<file path="src/mcm_defines.svh">
// Constants of the main clock fail monitor: addresses, bits, counts.
// Assumes inclusion by bare name from package and modules.
`ifndef MCM_DEFINES_SVH
`define MCM_DEFINES_SVH
`define MCM_ADDR_CTRL 32'hfffff870
`define MCM_ADDR_PROT 32'hfffff874
`define MCM_ADDR_CAUSE 32'hfffff878
`define MCM_ADDR_STAT 32'hfffff87c
`define MCM_ADDR_OSC 32'hfffff880
`define MCM_ADDR_FWLO 32'hfffff884
`define MCM_ADDR_FWHI 32'hfffff888
`define MCM_PROT_KEY 8'ha5
`define MCM_KEY_W 8
`define MCM_EN_BIT 0
`define MCM_OSC_STOP_BIT 0
`define MCM_CAUSE_WDT 0
`define MCM_CAUSE_CLK 1
`define MCM_CAUSE_LVI 2
`define MCM_STAT_WATCH 0
`define MCM_STAT_PAUSE 1
`define MCM_STAT_RESET 2
`define MCM_STAT_RUN 3
`define MCM_STAT_HOLD 4
`define MCM_FAIL_W 8
`define MCM_FAIL_LAST 8'h3f
`define MCM_HOLD_W 4
`define MCM_HOLD_LAST 4'h7
`define MCM_STAB_W 17
`define MCM_STAB_DEFAULT 65536
`define MCM_FW_RAM_LO 32'h03ffefba
`define MCM_FW_RAM_HI 32'h03ffefff
`endif

</file>
<file path="src/mcm_pkg.sv">
// Types of the main clock fail monitor.
// Assumes mcm_defines.svh on the include path.
`include "mcm_defines.svh"
package mcm_pkg;
  typedef enum logic [1:0] {MCM_OFF, MCM_WATCH, MCM_PAUSE, MCM_RESET} mcm_mon_state_t;

  typedef struct packed {
    logic [1:0] q;
  } mcm_sync_t;

  typedef struct packed {
    logic last;
    logic [`MCM_FAIL_W-1:0] cnt;
    logic rise;
    logic fail;
  } mcm_watch_t;

  typedef struct packed {
    logic ack;
    logic [31:0] rdata;
    logic enable;
    logic armed;
    logic flag_wdt;
    logic flag_clk;
    logic flag_lvi;
    logic main_hold;
    logic int_osc_stop;
    logic sys_reset_req;
    logic [`MCM_HOLD_W-1:0] hold_cnt;
    logic [`MCM_STAB_W-1:0] stab_cnt;
    logic cpu_run;
    mcm_mon_state_t mstate;
  } mcm_core_t;
endpackage

</file>
<file path="src/mcm_sync.sv">
// Two-stage synchroniser for one level.
// Assumes the input is asynchronous to clk.
`timescale 1ns/1ps
`include "mcm_defines.svh"
module mcm_sync (
  input wire logic clk,
  input wire logic reset_n,
  input wire logic din,
  output logic dout
);
  mcm_pkg::mcm_sync_t st;
  mcm_pkg::mcm_sync_t next_st;

  always_comb begin
    next_st = st;
    next_st.q = {st.q[0], din};
  end

  always_ff @(posedge clk or negedge reset_n) begin
    if (!reset_n) begin
      st <= '0;
    end else begin
      st <= next_st;
    end
  end

  assign dout = st.q[1];
endmodule

</file>
<file path="src/mcm_edge_watch.sv">
// Main clock stop detector on the sampling clock.
// Assumes a synchronised main clock level, slower than clk/2.
`timescale 1ns/1ps
`include "mcm_defines.svh"
module mcm_edge_watch (
  input wire logic clk,
  input wire logic reset_n,
  input wire logic level,
  input wire logic check,
  output logic rise,
  output logic fail
);
  mcm_pkg::mcm_watch_t st;
  mcm_pkg::mcm_watch_t next_st;

  always_comb begin
    next_st = st;
    next_st.last = level;
    next_st.rise = level & ~st.last;
    next_st.fail = 1'b0;
    // Any edge restarts the silence count
    if (!check || level != st.last) begin
      next_st.cnt = '0;
    end else if (st.cnt == `MCM_FAIL_LAST) begin
      next_st.fail = 1'b1;
      next_st.cnt = '0;
    end else begin
      next_st.cnt = st.cnt + `MCM_FAIL_W'(1);
    end
  end

  always_ff @(posedge clk or negedge reset_n) begin
    if (!reset_n) begin
      st <= '0;
    end else begin
      st <= next_st;
    end
  end

  assign rise = st.rise;
  assign fail = st.fail;
endmodule

</file>
<file path="src/mcm_main_clock_fail_monitor.sv">
// Main clock fail monitor: Wishbone register slave, stop detection,
// suspension, reset request, reset cause flags, start-up settling.
// Assumes ref_clk is the internal oscillator clock; mode inputs are
// produced by logic on ref_clk; main_clk is an asynchronous pin.
//
// Contract
// - Sample main clock, request reset on stop
// - Enable bit set-only until reset
// - Monitor reset clears enable, sets its flag
// - Control register eight bits, reset zero, byte access
// - Enable at bit zero, upper bits zero
// - Control writes only through protected sequence
// - Suspend in STOP and settling, then resume
// - Suspend from main stop until main selected
// - Suspend while internal oscillator stopped
// - No checking while CPU on internal oscillator
// - Check in idle modes, stop in STOP/reset
// - Pin reset clears enable; software write starts
// - Pin reset clears flags; others set own
// - Ignore internal oscillator stop while CPU uses it
// - Firmware RAM region not kept over power-on
// - Wait settling main periods before CPU runs
//
// Design decision made here: the Wishbone slave port.
`timescale 1ns/1ps
`include "mcm_defines.svh"
module mcm_main_clock_fail_monitor #(
  parameter int unsigned STAB_CYCLES = `MCM_STAB_DEFAULT
) (
  input wire logic ref_clk,
  input wire logic reset_n,
  input wire logic wb_cyc,
  input wire logic wb_stb,
  input wire logic wb_we,
  input wire logic [31:0] wb_adr,
  input wire logic [3:0] wb_sel,
  input wire logic [31:0] wb_dat_w,
  output logic [31:0] wb_dat_r,
  output logic wb_ack,
  input wire logic main_clk,
  input wire logic stop_mode,
  input wire logic osc_settling,
  input wire logic main_osc_stop_bit,
  input wire logic cpu_clock_select_status,
  input wire logic cpu_on_internal_osc_flag,
  input wire logic wdt_reset_req,
  input wire logic lvi_reset_req,
  output logic sys_reset_req,
  output logic internal_osc_stop_bit,
  output logic cpu_run_enable,
  output mcm_pkg::mcm_mon_state_t monitor_state
);
  localparam logic [`MCM_STAB_W-1:0] STAB_LAST = `MCM_STAB_W'(STAB_CYCLES - 1);

  mcm_pkg::mcm_core_t st;
  mcm_pkg::mcm_core_t next_st;
  logic main_lvl;
  logic main_rise;
  logic wd_fail;
  logic checking;
  logic clk_fail;
  logic sysrst;
  logic req;
  logic wr_any;
  logic wr;
  logic [31:0] rd;

  //////////////////////////////////////////////////////////////////////
  // Main clock sampling
  mcm_sync u_sync (
    .clk(ref_clk),
    .reset_n(reset_n),
    .din(main_clk),
    .dout(main_lvl)
  );

  mcm_edge_watch u_watch (
    .clk(ref_clk),
    .reset_n(reset_n),
    .level(main_lvl),
    .check(checking),
    .rise(main_rise),
    .fail(wd_fail)
  );

  //////////////////////////////////////////////////////////////////////
  // Suspension and failure
  always_comb begin
    checking = st.enable
      & ~st.sys_reset_req
      & ~stop_mode & ~osc_settling
      & ~st.main_hold & ~main_osc_stop_bit
      & ~st.int_osc_stop
      & ~cpu_on_internal_osc_flag;
    clk_fail = wd_fail & checking;
    sysrst = clk_fail | wdt_reset_req | lvi_reset_req;
  end

  //////////////////////////////////////////////////////////////////////
  // Register file and control state
  always_comb begin
    next_st = st;
    req = wb_cyc & wb_stb & ~st.ack;
    wr_any = req & wb_we;
    wr = wr_any & wb_sel[0];
    rd = 32'h0;
    unique case (wb_adr)
      `MCM_ADDR_CTRL: rd[`MCM_EN_BIT] = st.enable;
      `MCM_ADDR_CAUSE: begin
        rd[`MCM_CAUSE_WDT] = st.flag_wdt;
        rd[`MCM_CAUSE_CLK] = st.flag_clk;
        rd[`MCM_CAUSE_LVI] = st.flag_lvi;
      end
      `MCM_ADDR_STAT: begin
        rd[`MCM_STAT_WATCH] = st.mstate == mcm_pkg::MCM_WATCH;
        rd[`MCM_STAT_PAUSE] = st.mstate == mcm_pkg::MCM_PAUSE;
        rd[`MCM_STAT_RESET] = st.mstate == mcm_pkg::MCM_RESET;
        rd[`MCM_STAT_RUN] = st.cpu_run;
        rd[`MCM_STAT_HOLD] = st.main_hold;
      end
      `MCM_ADDR_OSC: rd[`MCM_OSC_STOP_BIT] = st.int_osc_stop;
      `MCM_ADDR_FWLO: rd = `MCM_FW_RAM_LO;
      `MCM_ADDR_FWHI: rd = `MCM_FW_RAM_HI;
      default: rd = 32'h0;
    endcase
    next_st.ack = req;
    next_st.rdata = (req && !wb_we) ? rd : 32'h0;

    // Key arms exactly one following write
    if (wr_any) begin
      next_st.armed = wr && wb_adr == `MCM_ADDR_PROT && wb_dat_w[`MCM_KEY_W-1:0] == `MCM_PROT_KEY;
    end
    if (wr && wb_adr == `MCM_ADDR_CTRL && st.armed) begin
      next_st.enable = st.enable | wb_dat_w[`MCM_EN_BIT];
    end
    if (wr && wb_adr == `MCM_ADDR_OSC && !cpu_on_internal_osc_flag) begin
      next_st.int_osc_stop = wb_dat_w[`MCM_OSC_STOP_BIT];
    end

    // Deliberate main stop held until main clock reselected
    if (main_osc_stop_bit) begin
      next_st.main_hold = 1'b1;
    end else if (!cpu_clock_select_status) begin
      next_st.main_hold = 1'b0;
    end

    // Reset request pulse length
    if (st.sys_reset_req) begin
      if (st.hold_cnt == '0) begin
        next_st.sys_reset_req = 1'b0;
      end else begin
        next_st.hold_cnt = st.hold_cnt - `MCM_HOLD_W'(1);
      end
    end

    // Start-up settling in main clock periods
    if (!st.cpu_run && main_rise) begin
      if (st.stab_cnt == STAB_LAST) begin
        next_st.cpu_run = 1'b1;
      end else begin
        next_st.stab_cnt = st.stab_cnt + `MCM_STAB_W'(1);
      end
    end

    // System resets: own flag set, others kept
    if (sysrst) begin
      next_st.enable = 1'b0;
      next_st.armed = 1'b0;
      next_st.int_osc_stop = 1'b0;
      next_st.stab_cnt = '0;
      next_st.cpu_run = 1'b0;
    end
    if (clk_fail) begin
      next_st.flag_clk = 1'b1;
      next_st.sys_reset_req = 1'b1;
      next_st.hold_cnt = `MCM_HOLD_LAST;
    end
    if (wdt_reset_req) begin
      next_st.flag_wdt = 1'b1;
    end
    if (lvi_reset_req) begin
      next_st.flag_lvi = 1'b1;
    end

    if (next_st.sys_reset_req) begin
      next_st.mstate = mcm_pkg::MCM_RESET;
    end else if (!st.enable) begin
      next_st.mstate = mcm_pkg::MCM_OFF;
    end else if (checking) begin
      next_st.mstate = mcm_pkg::MCM_WATCH;
    end else begin
      next_st.mstate = mcm_pkg::MCM_PAUSE;
    end
  end

  // Pin reset clears enable and all cause flags
  always_ff @(posedge ref_clk or negedge reset_n) begin
    if (!reset_n) begin
      st <= '0;
    end else begin
      st <= next_st;
    end
  end

  assign wb_ack = st.ack;
  assign wb_dat_r = st.rdata;
  assign sys_reset_req = st.sys_reset_req;
  assign internal_osc_stop_bit = st.int_osc_stop;
  assign cpu_run_enable = st.cpu_run;
  assign monitor_state = st.mstate;

  //////////////////////////////////////////////////////////////////////
  // Checks
  property p_reset_pulse;
    @(posedge ref_clk) disable iff (!reset_n)
      $rose(st.sys_reset_req) |-> st.sys_reset_req[*8] ##1 !st.sys_reset_req;
  endproperty
  a_reset_pulse: assert property (p_reset_pulse) else $error("reset request not eight cycles");

  property p_set_only;
    @(posedge ref_clk) disable iff (!reset_n)
      $fell(st.enable) |-> $past(sysrst);
  endproperty
  a_set_only: assert property (p_set_only) else $error("enable cleared without reset");

  property p_fail_effect;
    @(posedge ref_clk) disable iff (!reset_n)
      clk_fail |=> st.flag_clk && !st.enable && st.sys_reset_req;
  endproperty
  a_fail_effect: assert property (p_fail_effect) else $error("failure did not flag and clear");

  property p_ctrl_read;
    @(posedge ref_clk) disable iff (!reset_n)
      req && !wb_we && wb_adr == `MCM_ADDR_CTRL |=> wb_ack && wb_dat_r[31:1] == 31'h0
        && wb_dat_r[0] == $past(st.enable);
  endproperty
  a_ctrl_read: assert property (p_ctrl_read) else $error("control read wrong");

  property p_unprotected;
    @(posedge ref_clk) disable iff (!reset_n)
      wr && wb_adr == `MCM_ADDR_CTRL && !st.armed && !sysrst |=> st.enable == $past(st.enable);
  endproperty
  a_unprotected: assert property (p_unprotected) else $error("plain write changed enable");

  property p_stop_pause;
    @(posedge ref_clk) disable iff (!reset_n)
      st.enable && (stop_mode || osc_settling) && !sysrst |=> st.mstate == mcm_pkg::MCM_PAUSE;
  endproperty
  a_stop_pause: assert property (p_stop_pause) else $error("checking during stop");

  property p_main_hold;
    @(posedge ref_clk) disable iff (!reset_n)
      main_osc_stop_bit ##1 cpu_clock_select_status |-> st.main_hold && !checking;
  endproperty
  a_main_hold: assert property (p_main_hold) else $error("main stop not held");

  property p_int_osc;
    @(posedge ref_clk) disable iff (!reset_n)
      st.int_osc_stop || cpu_on_internal_osc_flag |-> !checking;
  endproperty
  a_int_osc: assert property (p_int_osc) else $error("checking on internal oscillator");

  property p_osc_ignore;
    @(posedge ref_clk) disable iff (!reset_n)
      wr && wb_adr == `MCM_ADDR_OSC && cpu_on_internal_osc_flag && !sysrst
        |=> st.int_osc_stop == $past(st.int_osc_stop);
  endproperty
  a_osc_ignore: assert property (p_osc_ignore) else $error("oscillator stop not ignored");

  property p_flags_keep;
    @(posedge ref_clk) disable iff (!reset_n)
      wdt_reset_req && !clk_fail && !lvi_reset_req |=> st.flag_wdt
        && st.flag_clk == $past(st.flag_clk) && st.flag_lvi == $past(st.flag_lvi);
  endproperty
  a_flags_keep: assert property (p_flags_keep) else $error("watchdog reset disturbed flags");

  property p_settle;
    @(posedge ref_clk) disable iff (!reset_n)
      $rose(st.cpu_run) |-> $past(main_rise) && $past(st.stab_cnt) == STAB_LAST;
  endproperty
  a_settle: assert property (p_settle) else $error("CPU released early");

  property p_ack_pulse;
    @(posedge ref_clk) disable iff (!reset_n)
      wb_ack |=> !wb_ack;
  endproperty
  a_ack_pulse: assert property (p_ack_pulse) else $error("acknowledge longer than one cycle");

  property p_cause_read;
    @(posedge ref_clk) disable iff (!reset_n)
      req && !wb_we && wb_adr == `MCM_ADDR_CAUSE |=> wb_dat_r[`MCM_CAUSE_WDT] == $past(st.flag_wdt)
        && wb_dat_r[`MCM_CAUSE_CLK] == $past(st.flag_clk) && wb_dat_r[`MCM_CAUSE_LVI] == $past(st.flag_lvi);
  endproperty
  a_cause_read: assert property (p_cause_read) else $error("cause read wrong");

  property p_enable_write;
    @(posedge ref_clk) disable iff (!reset_n)
      wr && wb_adr == `MCM_ADDR_CTRL && st.armed && wb_dat_w[`MCM_EN_BIT] && !sysrst
        |=> st.enable;
  endproperty
  a_enable_write: assert property (p_enable_write) else $error("protected write did not enable");

  property p_flags_lvi;
    @(posedge ref_clk) disable iff (!reset_n)
      lvi_reset_req && !clk_fail && !wdt_reset_req |=> st.flag_lvi
        && st.flag_clk == $past(st.flag_clk) && st.flag_wdt == $past(st.flag_wdt);
  endproperty
  a_flags_lvi: assert property (p_flags_lvi) else $error("low voltage reset disturbed flags");

  property p_flags_clk;
    @(posedge ref_clk) disable iff (!reset_n)
      clk_fail && !wdt_reset_req && !lvi_reset_req |=> st.flag_clk
        && st.flag_wdt == $past(st.flag_wdt) && st.flag_lvi == $past(st.flag_lvi);
  endproperty
  a_flags_clk: assert property (p_flags_clk) else $error("clock fail reset disturbed flags");

  property p_main_stop;
    @(posedge ref_clk) disable iff (!reset_n)
      main_osc_stop_bit |-> !checking;
  endproperty
  a_main_stop: assert property (p_main_stop) else $error("checking with main stopped");

  property p_hold_release;
    @(posedge ref_clk) disable iff (!reset_n)
      !main_osc_stop_bit && !cpu_clock_select_status |=> !st.main_hold;
  endproperty
  a_hold_release: assert property (p_hold_release) else $error("main hold not released");

  property p_sample_stop;
    @(posedge ref_clk) disable iff (!reset_n)
      st.int_osc_stop |-> !checking && !clk_fail;
  endproperty
  a_sample_stop: assert property (p_sample_stop) else $error("checking with sampling clock stopped");

  property p_watch_state;
    @(posedge ref_clk) disable iff (!reset_n)
      checking && !sysrst |=> monitor_state == mcm_pkg::MCM_WATCH;
  endproperty
  a_watch_state: assert property (p_watch_state) else $error("status not watching");

  property p_osc_write;
    @(posedge ref_clk) disable iff (!reset_n)
      wr && wb_adr == `MCM_ADDR_OSC && !cpu_on_internal_osc_flag && !sysrst
        |=> st.int_osc_stop == $past(wb_dat_w[`MCM_OSC_STOP_BIT]);
  endproperty
  a_osc_write: assert property (p_osc_write) else $error("oscillator stop write lost");

  property p_settle_hold;
    @(posedge ref_clk) disable iff (!reset_n)
      !st.cpu_run && !main_rise |=> !st.cpu_run;
  endproperty
  a_settle_hold: assert property (p_settle_hold) else $error("CPU released without main edge");
endmodule

</file>
<file path="config.mk">
export PLATFORM = sky130hd
export DESIGN_NAME = mcm_main_clock_fail_monitor
export DESIGN_NICKNAME = d
export VERILOG_FILES = /design/src/mcm_pkg.sv /design/src/mcm_sync.sv /design/src/mcm_edge_watch.sv /design/src/mcm_main_clock_fail_monitor.sv
export VERILOG_INCLUDE_DIRS = /design/src /design/src/src
export SDC_FILE = /design/constraint.sdc
export NUM_CORES = 1
export LEC_CHECK = 0
export BUFFER_PORTS_ARGS = -buffer_cell sky130_fd_sc_hd__buf_2
export CAP_MARGIN = 20
export CORE_MARGIN = 4
export CORE_UTILIZATION = 48
export DETAILED_ROUTE_END_ITERATION = 7
export GPL_ROUTABILITY_DRIVEN = 0
export PLACE_DENSITY = 0.8
export SYNTH_ARGS = -nofsm -noshare
export SYNTH_HDL_FRONTEND = slang
export SYNTH_SLANG_ARGS = --single-unit
</file>
<file path="constraint.sdc">
create_clock -name ref_clk -period 4.04 [get_ports ref_clk]
set_clock_uncertainty 0.2 [all_clocks]
set_input_delay 0.202 -clock ref_clk [delete_from_list [all_inputs] [get_ports ref_clk]]
set_output_delay 0.202 -clock ref_clk [all_outputs]
set_load 0.02 [all_outputs]
</file>
==> results.md <==
- Int Pwr: 0.7565 mW
- Ratio of cells with drive above 1 in the final layout: 28.57%
- Clk_lat worst skew: 0.30 ns
- Reg2reg path depth: 9
- Top cells by area, synth: dfrtp_1 (47%), buf_4 (9.1%), nor2_1 (3.6%), xnor2_1 (3.1%), a21oi_1 (3.0%)
- Largest net degree at the start of global routing: 54
- Area leader, netlist: dfrtp_1
- Port Buf Inserts: 84
- Synthesized cell area: 2814 um2
- Via count: 2269
- Xor/xnor share of the synthesized area: 5.914%
- Slowest cell on the critical path: or3_1
- Switching part of the total power: 21.70%
- DR WL met2: 2936 um
- Area Overhead vs Synth: 17.65%
- Sw Pwr: 0.2097 mW
- Post-synthesis adder-cell area fraction: 2.668%
- Min-delay worst type: in2reg
- HPWL after detailed placement: 4272 um
- Most frequent cells in the layout: buf_2 (84), dfrtp_1 (53), nor2_1 (27), nand2_1 (22), a21oi_1 (17)
- Syn. warnings: 0
- Mux share of post-synthesis cell area: 0%
- Fill cells: 473
- Die area: 7151 um2
- Simple-gate share of the synthesized area: 26.10%
- Pre-CTS setup slack: 1.095 ns
- H-Tree Depth: 2
- Critical path class: reg2reg
- Req. time, crit path: 4.05 ns
- Via count of the first global-routing pass: 2121
- Top sig layer: met4
- Worst R2R Start: st[3]$_DFFE_PN0P_
- Hold EP: monitor_state[0]$_DFF_PN0_
- Final hold viol count: 0
- Critical-path maximum fanout: 7
- R2R setup slack: 1.09 ns
- Commonest non-fill, non-tap cell in the layout: buf_2
- Clk buf depth: 2
- Post-CTS sizing: 0
- Antenna Cells: 0
- R2r endpoint: st[18]$_DFFE_PN0P_
- Synthesized area per cell: 9.604 um2
- Final cycle utilization of the critical path: 73.10%
- LEAKAGE: 1.571 nW
- Post-Synthesis Cells: 293
- Critical Path AT: 2.97 ns
- Final min period: 2.953 ns
- Critical path, cell by cell: ha_1 > and4_1 > nand2_1 > nor2_1 > ha_1 > or3b_4 > or3_1 > or3_1 > a21oi_1
- Final worst slack: 1.087 ns
- Effective utilization at floorplan: 50.18%
- Pwr dens: 291.9 nW/um2
- Yosys cell types: 41
- CTS tree: done
- Nets: 450
- Antenna violations before repair: 0
- Via/cell ratio: 5.204
- Number of enable flip-flop cells after synthesis: 0
- Clk pwr share: 36.2%
- Sequential Power Share: 55.5%
- Crit. End Element: flop
- First-pass iteration count of the detailed router: 4
- DRT iter0 DRCs: 153
- WL final: 5903 um
- Hold_sp: stop_mode
- Main synth FF type: dfrtp_1
- Gr ovfl total: 0
- Register area share after synthesis: 47.13%
- Comb pwr share: 8.3%
- Slew Limit Fails: 0
- Die X: 84.57 um
- Met3 WL post-DR: 377 um
- GRT Util Overall: 16.84%
- Core outline area: 5608 um2
- Clock Pin Slew Worst Setup and Hold Paths: 0.09 ns
- Max VDD drop: 0.0002217 V
- Post-DR wirelength/cell: 13.54 um
- Worst hold path stage count: 4
- Status: complete, no violations
- Row count: 27
- Cts bufs inserted: 5
- #FFs+latches synth: 53
- Worst-Margin Slew: 0.6826 ns
- Count of hold-fix buffers inserted at cts: 12
- Drt drc: 0
- Compound-Gate Fraction of Synth Area: 6.803%
- Max incr delay on CP: 0.47 ns
- Total of max-cap violations: 0
- Setup TNS: 0 ns
- Metal-1 WL: 2457 um
- Largest family of logic cells by synthesized area: simple AND/OR/NAND/NOR gates
- Synth top area share: 47.13%
- Relative slew slack: 54.38%
- Die Span Y: 84.57 um
- RSZ-0062 raised after global routing: no
- TritonCTS Sinks: 53
- First-pass GRT wire length: 9791 um
- Asr flop ratio synth: 100.0%
- Fmax: 0.3386 GHz
- Post-route ant nets: 0
- CTS root buf: clkbuf_8
- I/O pin cnt: 119
- Startpoint types: flop
- Final setup fails: 0
- Postcts setup bufs: 0
[Yosys cell counts (all sizes together), types with 2 or more instances]
library cell	instances
a211oi	2
a21o	2
a21oi	17
and3	4
and4	3
buf	35
clkbuf	6
dfrtp	53
ha	6
inv	9
nand2	22
nand2b	4
nand3	13
nand3b	4
nand4	12
nand4b	4
nand4bb	2
nor2	27
nor3	5
nor3b	2
nor4	7
nor4b	2
o21ai	12
or2	3
or3	7
or3b	3
or4b	2
xnor2	10
xor2	9
[critical path: cells and delay by family (launching register included)]
kind	cells	cell delay [ns]
and+or+nand+nor	6	1.68
adders and majority gates	2	0.44
DFF	1	0.41
AOI/OAI and AO/OA	1	0.14
[power groups by stage]
| stage | combinational [mW] | sequential [mW] | clock (mW) |
|---|---|---|---|
| floorplan | 0.0322 | 0.547 | 0 |
| global placement | 0.0685 | 0.547 | 0 |
| detailed placement | 0.0705 | 0.547 | 0 |
| CTS | 0.0797 | 0.536 | 0.360 |
| global route | 0.0894 | 0.537 | 0.388 |
| finish | 0.0802 | 0.536 | 0.350 |
[area by class of cell]
| cell class | count | area [um2] | area share, % |
|---|---|---|---|
| clock inverters | 2 | 38.79 | 1.172 |
| well taps | 72 | 90.09 | 2.721 |
| repair buffers | 98 | 555.5 | 16.78 |
| multi-input cells | 196 | 1194 | 36.05 |
| flip-flops and latches | 53 | 1326 | 40.06 |
| clock buffers | 6 | 72.57 | 2.192 |
| inverters | 9 | 33.78 | 1.020 |
[worst max-delay path by stage]
| stage | from | slack (ns) | cells after the start | to |
|---|---|---|---|---|
| final | st[3]$_DFFE_PN0P_ | 1.09 | 9 | st[18]$_DFFE_PN0P_ |
| after global routing | st[3]$_DFFE_PN0P_ | 0.94 | 9 | st[18]$_DFFE_PN0P_ |
| after floorplan | st[3]$_DFFE_PN0P_ | 1.23 | 11 | st[16]$_DFFE_PN0P_ |
| after global placement | st[3]$_DFFE_PN0P_ | 1.15 | 9 | st[16]$_DFFE_PN0P_ |
| after detailed placement | st[3]$_DFFE_PN0P_ | 1.09 | 9 | st[16]$_DFFE_PN0P_ |
| after CTS | st[3]$_DFFE_PN0P_ | 1.08 | 9 | st[16]$_DFFE_PN0P_ |
[sequential cells by signal, indices dropped and copies added, names as in the netlist]
register,cells
st,27
u_watch.st,9
wb_dat_r,7
monitor_state,2
u_sync.st,2
cpu_run_enable,1
internal_osc_stop_bit,1
sys_reset_req,1
u_watch.fail,1
u_watch.rise,1
wb_ack,1
[cells by family after synthesis]
family | count (synthesis)
adders and majority gates | 6
other | 1
buffers and inverters | 50
DFF | 53
xor gates and xnor gates | 19
and+or+nand+nor | 129
AOI/OAI and AO/OA | 35
[layer usage]
| metal | global-route usage [%] | vias to the layer above |
|---|---|---|
| met5 | 0 | - |
| met2 | 28.68 | 76 |
| met3 | 4.514 | 12 |
| met1 | 20.41 | 1054 |
| li1 | - | 1127 |
| met4 | 6.187 | 0 |
[per-stage QoR]
step / utilization, % / total power, mW / hold WS, ns / cells / instance area (um2)
finish: 59.04 / 0.9662 / 0.01329 / 436 / 3311
detailed placement: 54.91 / 0.6176 / 0.1133 / 416 / 3079
global route: 59.04 / 1.015 / 0.02390 / 436 / 3311
global placement: 54.91 / 0.6153 / 0.1109 / 416 / 3079
CTS: 59.04 / 0.9758 / 0.002122 / 436 / 3311
floorplan: - / 0.5792 / -0.2936 / 299 / 2836
Power figures use the tool's default switching activity.
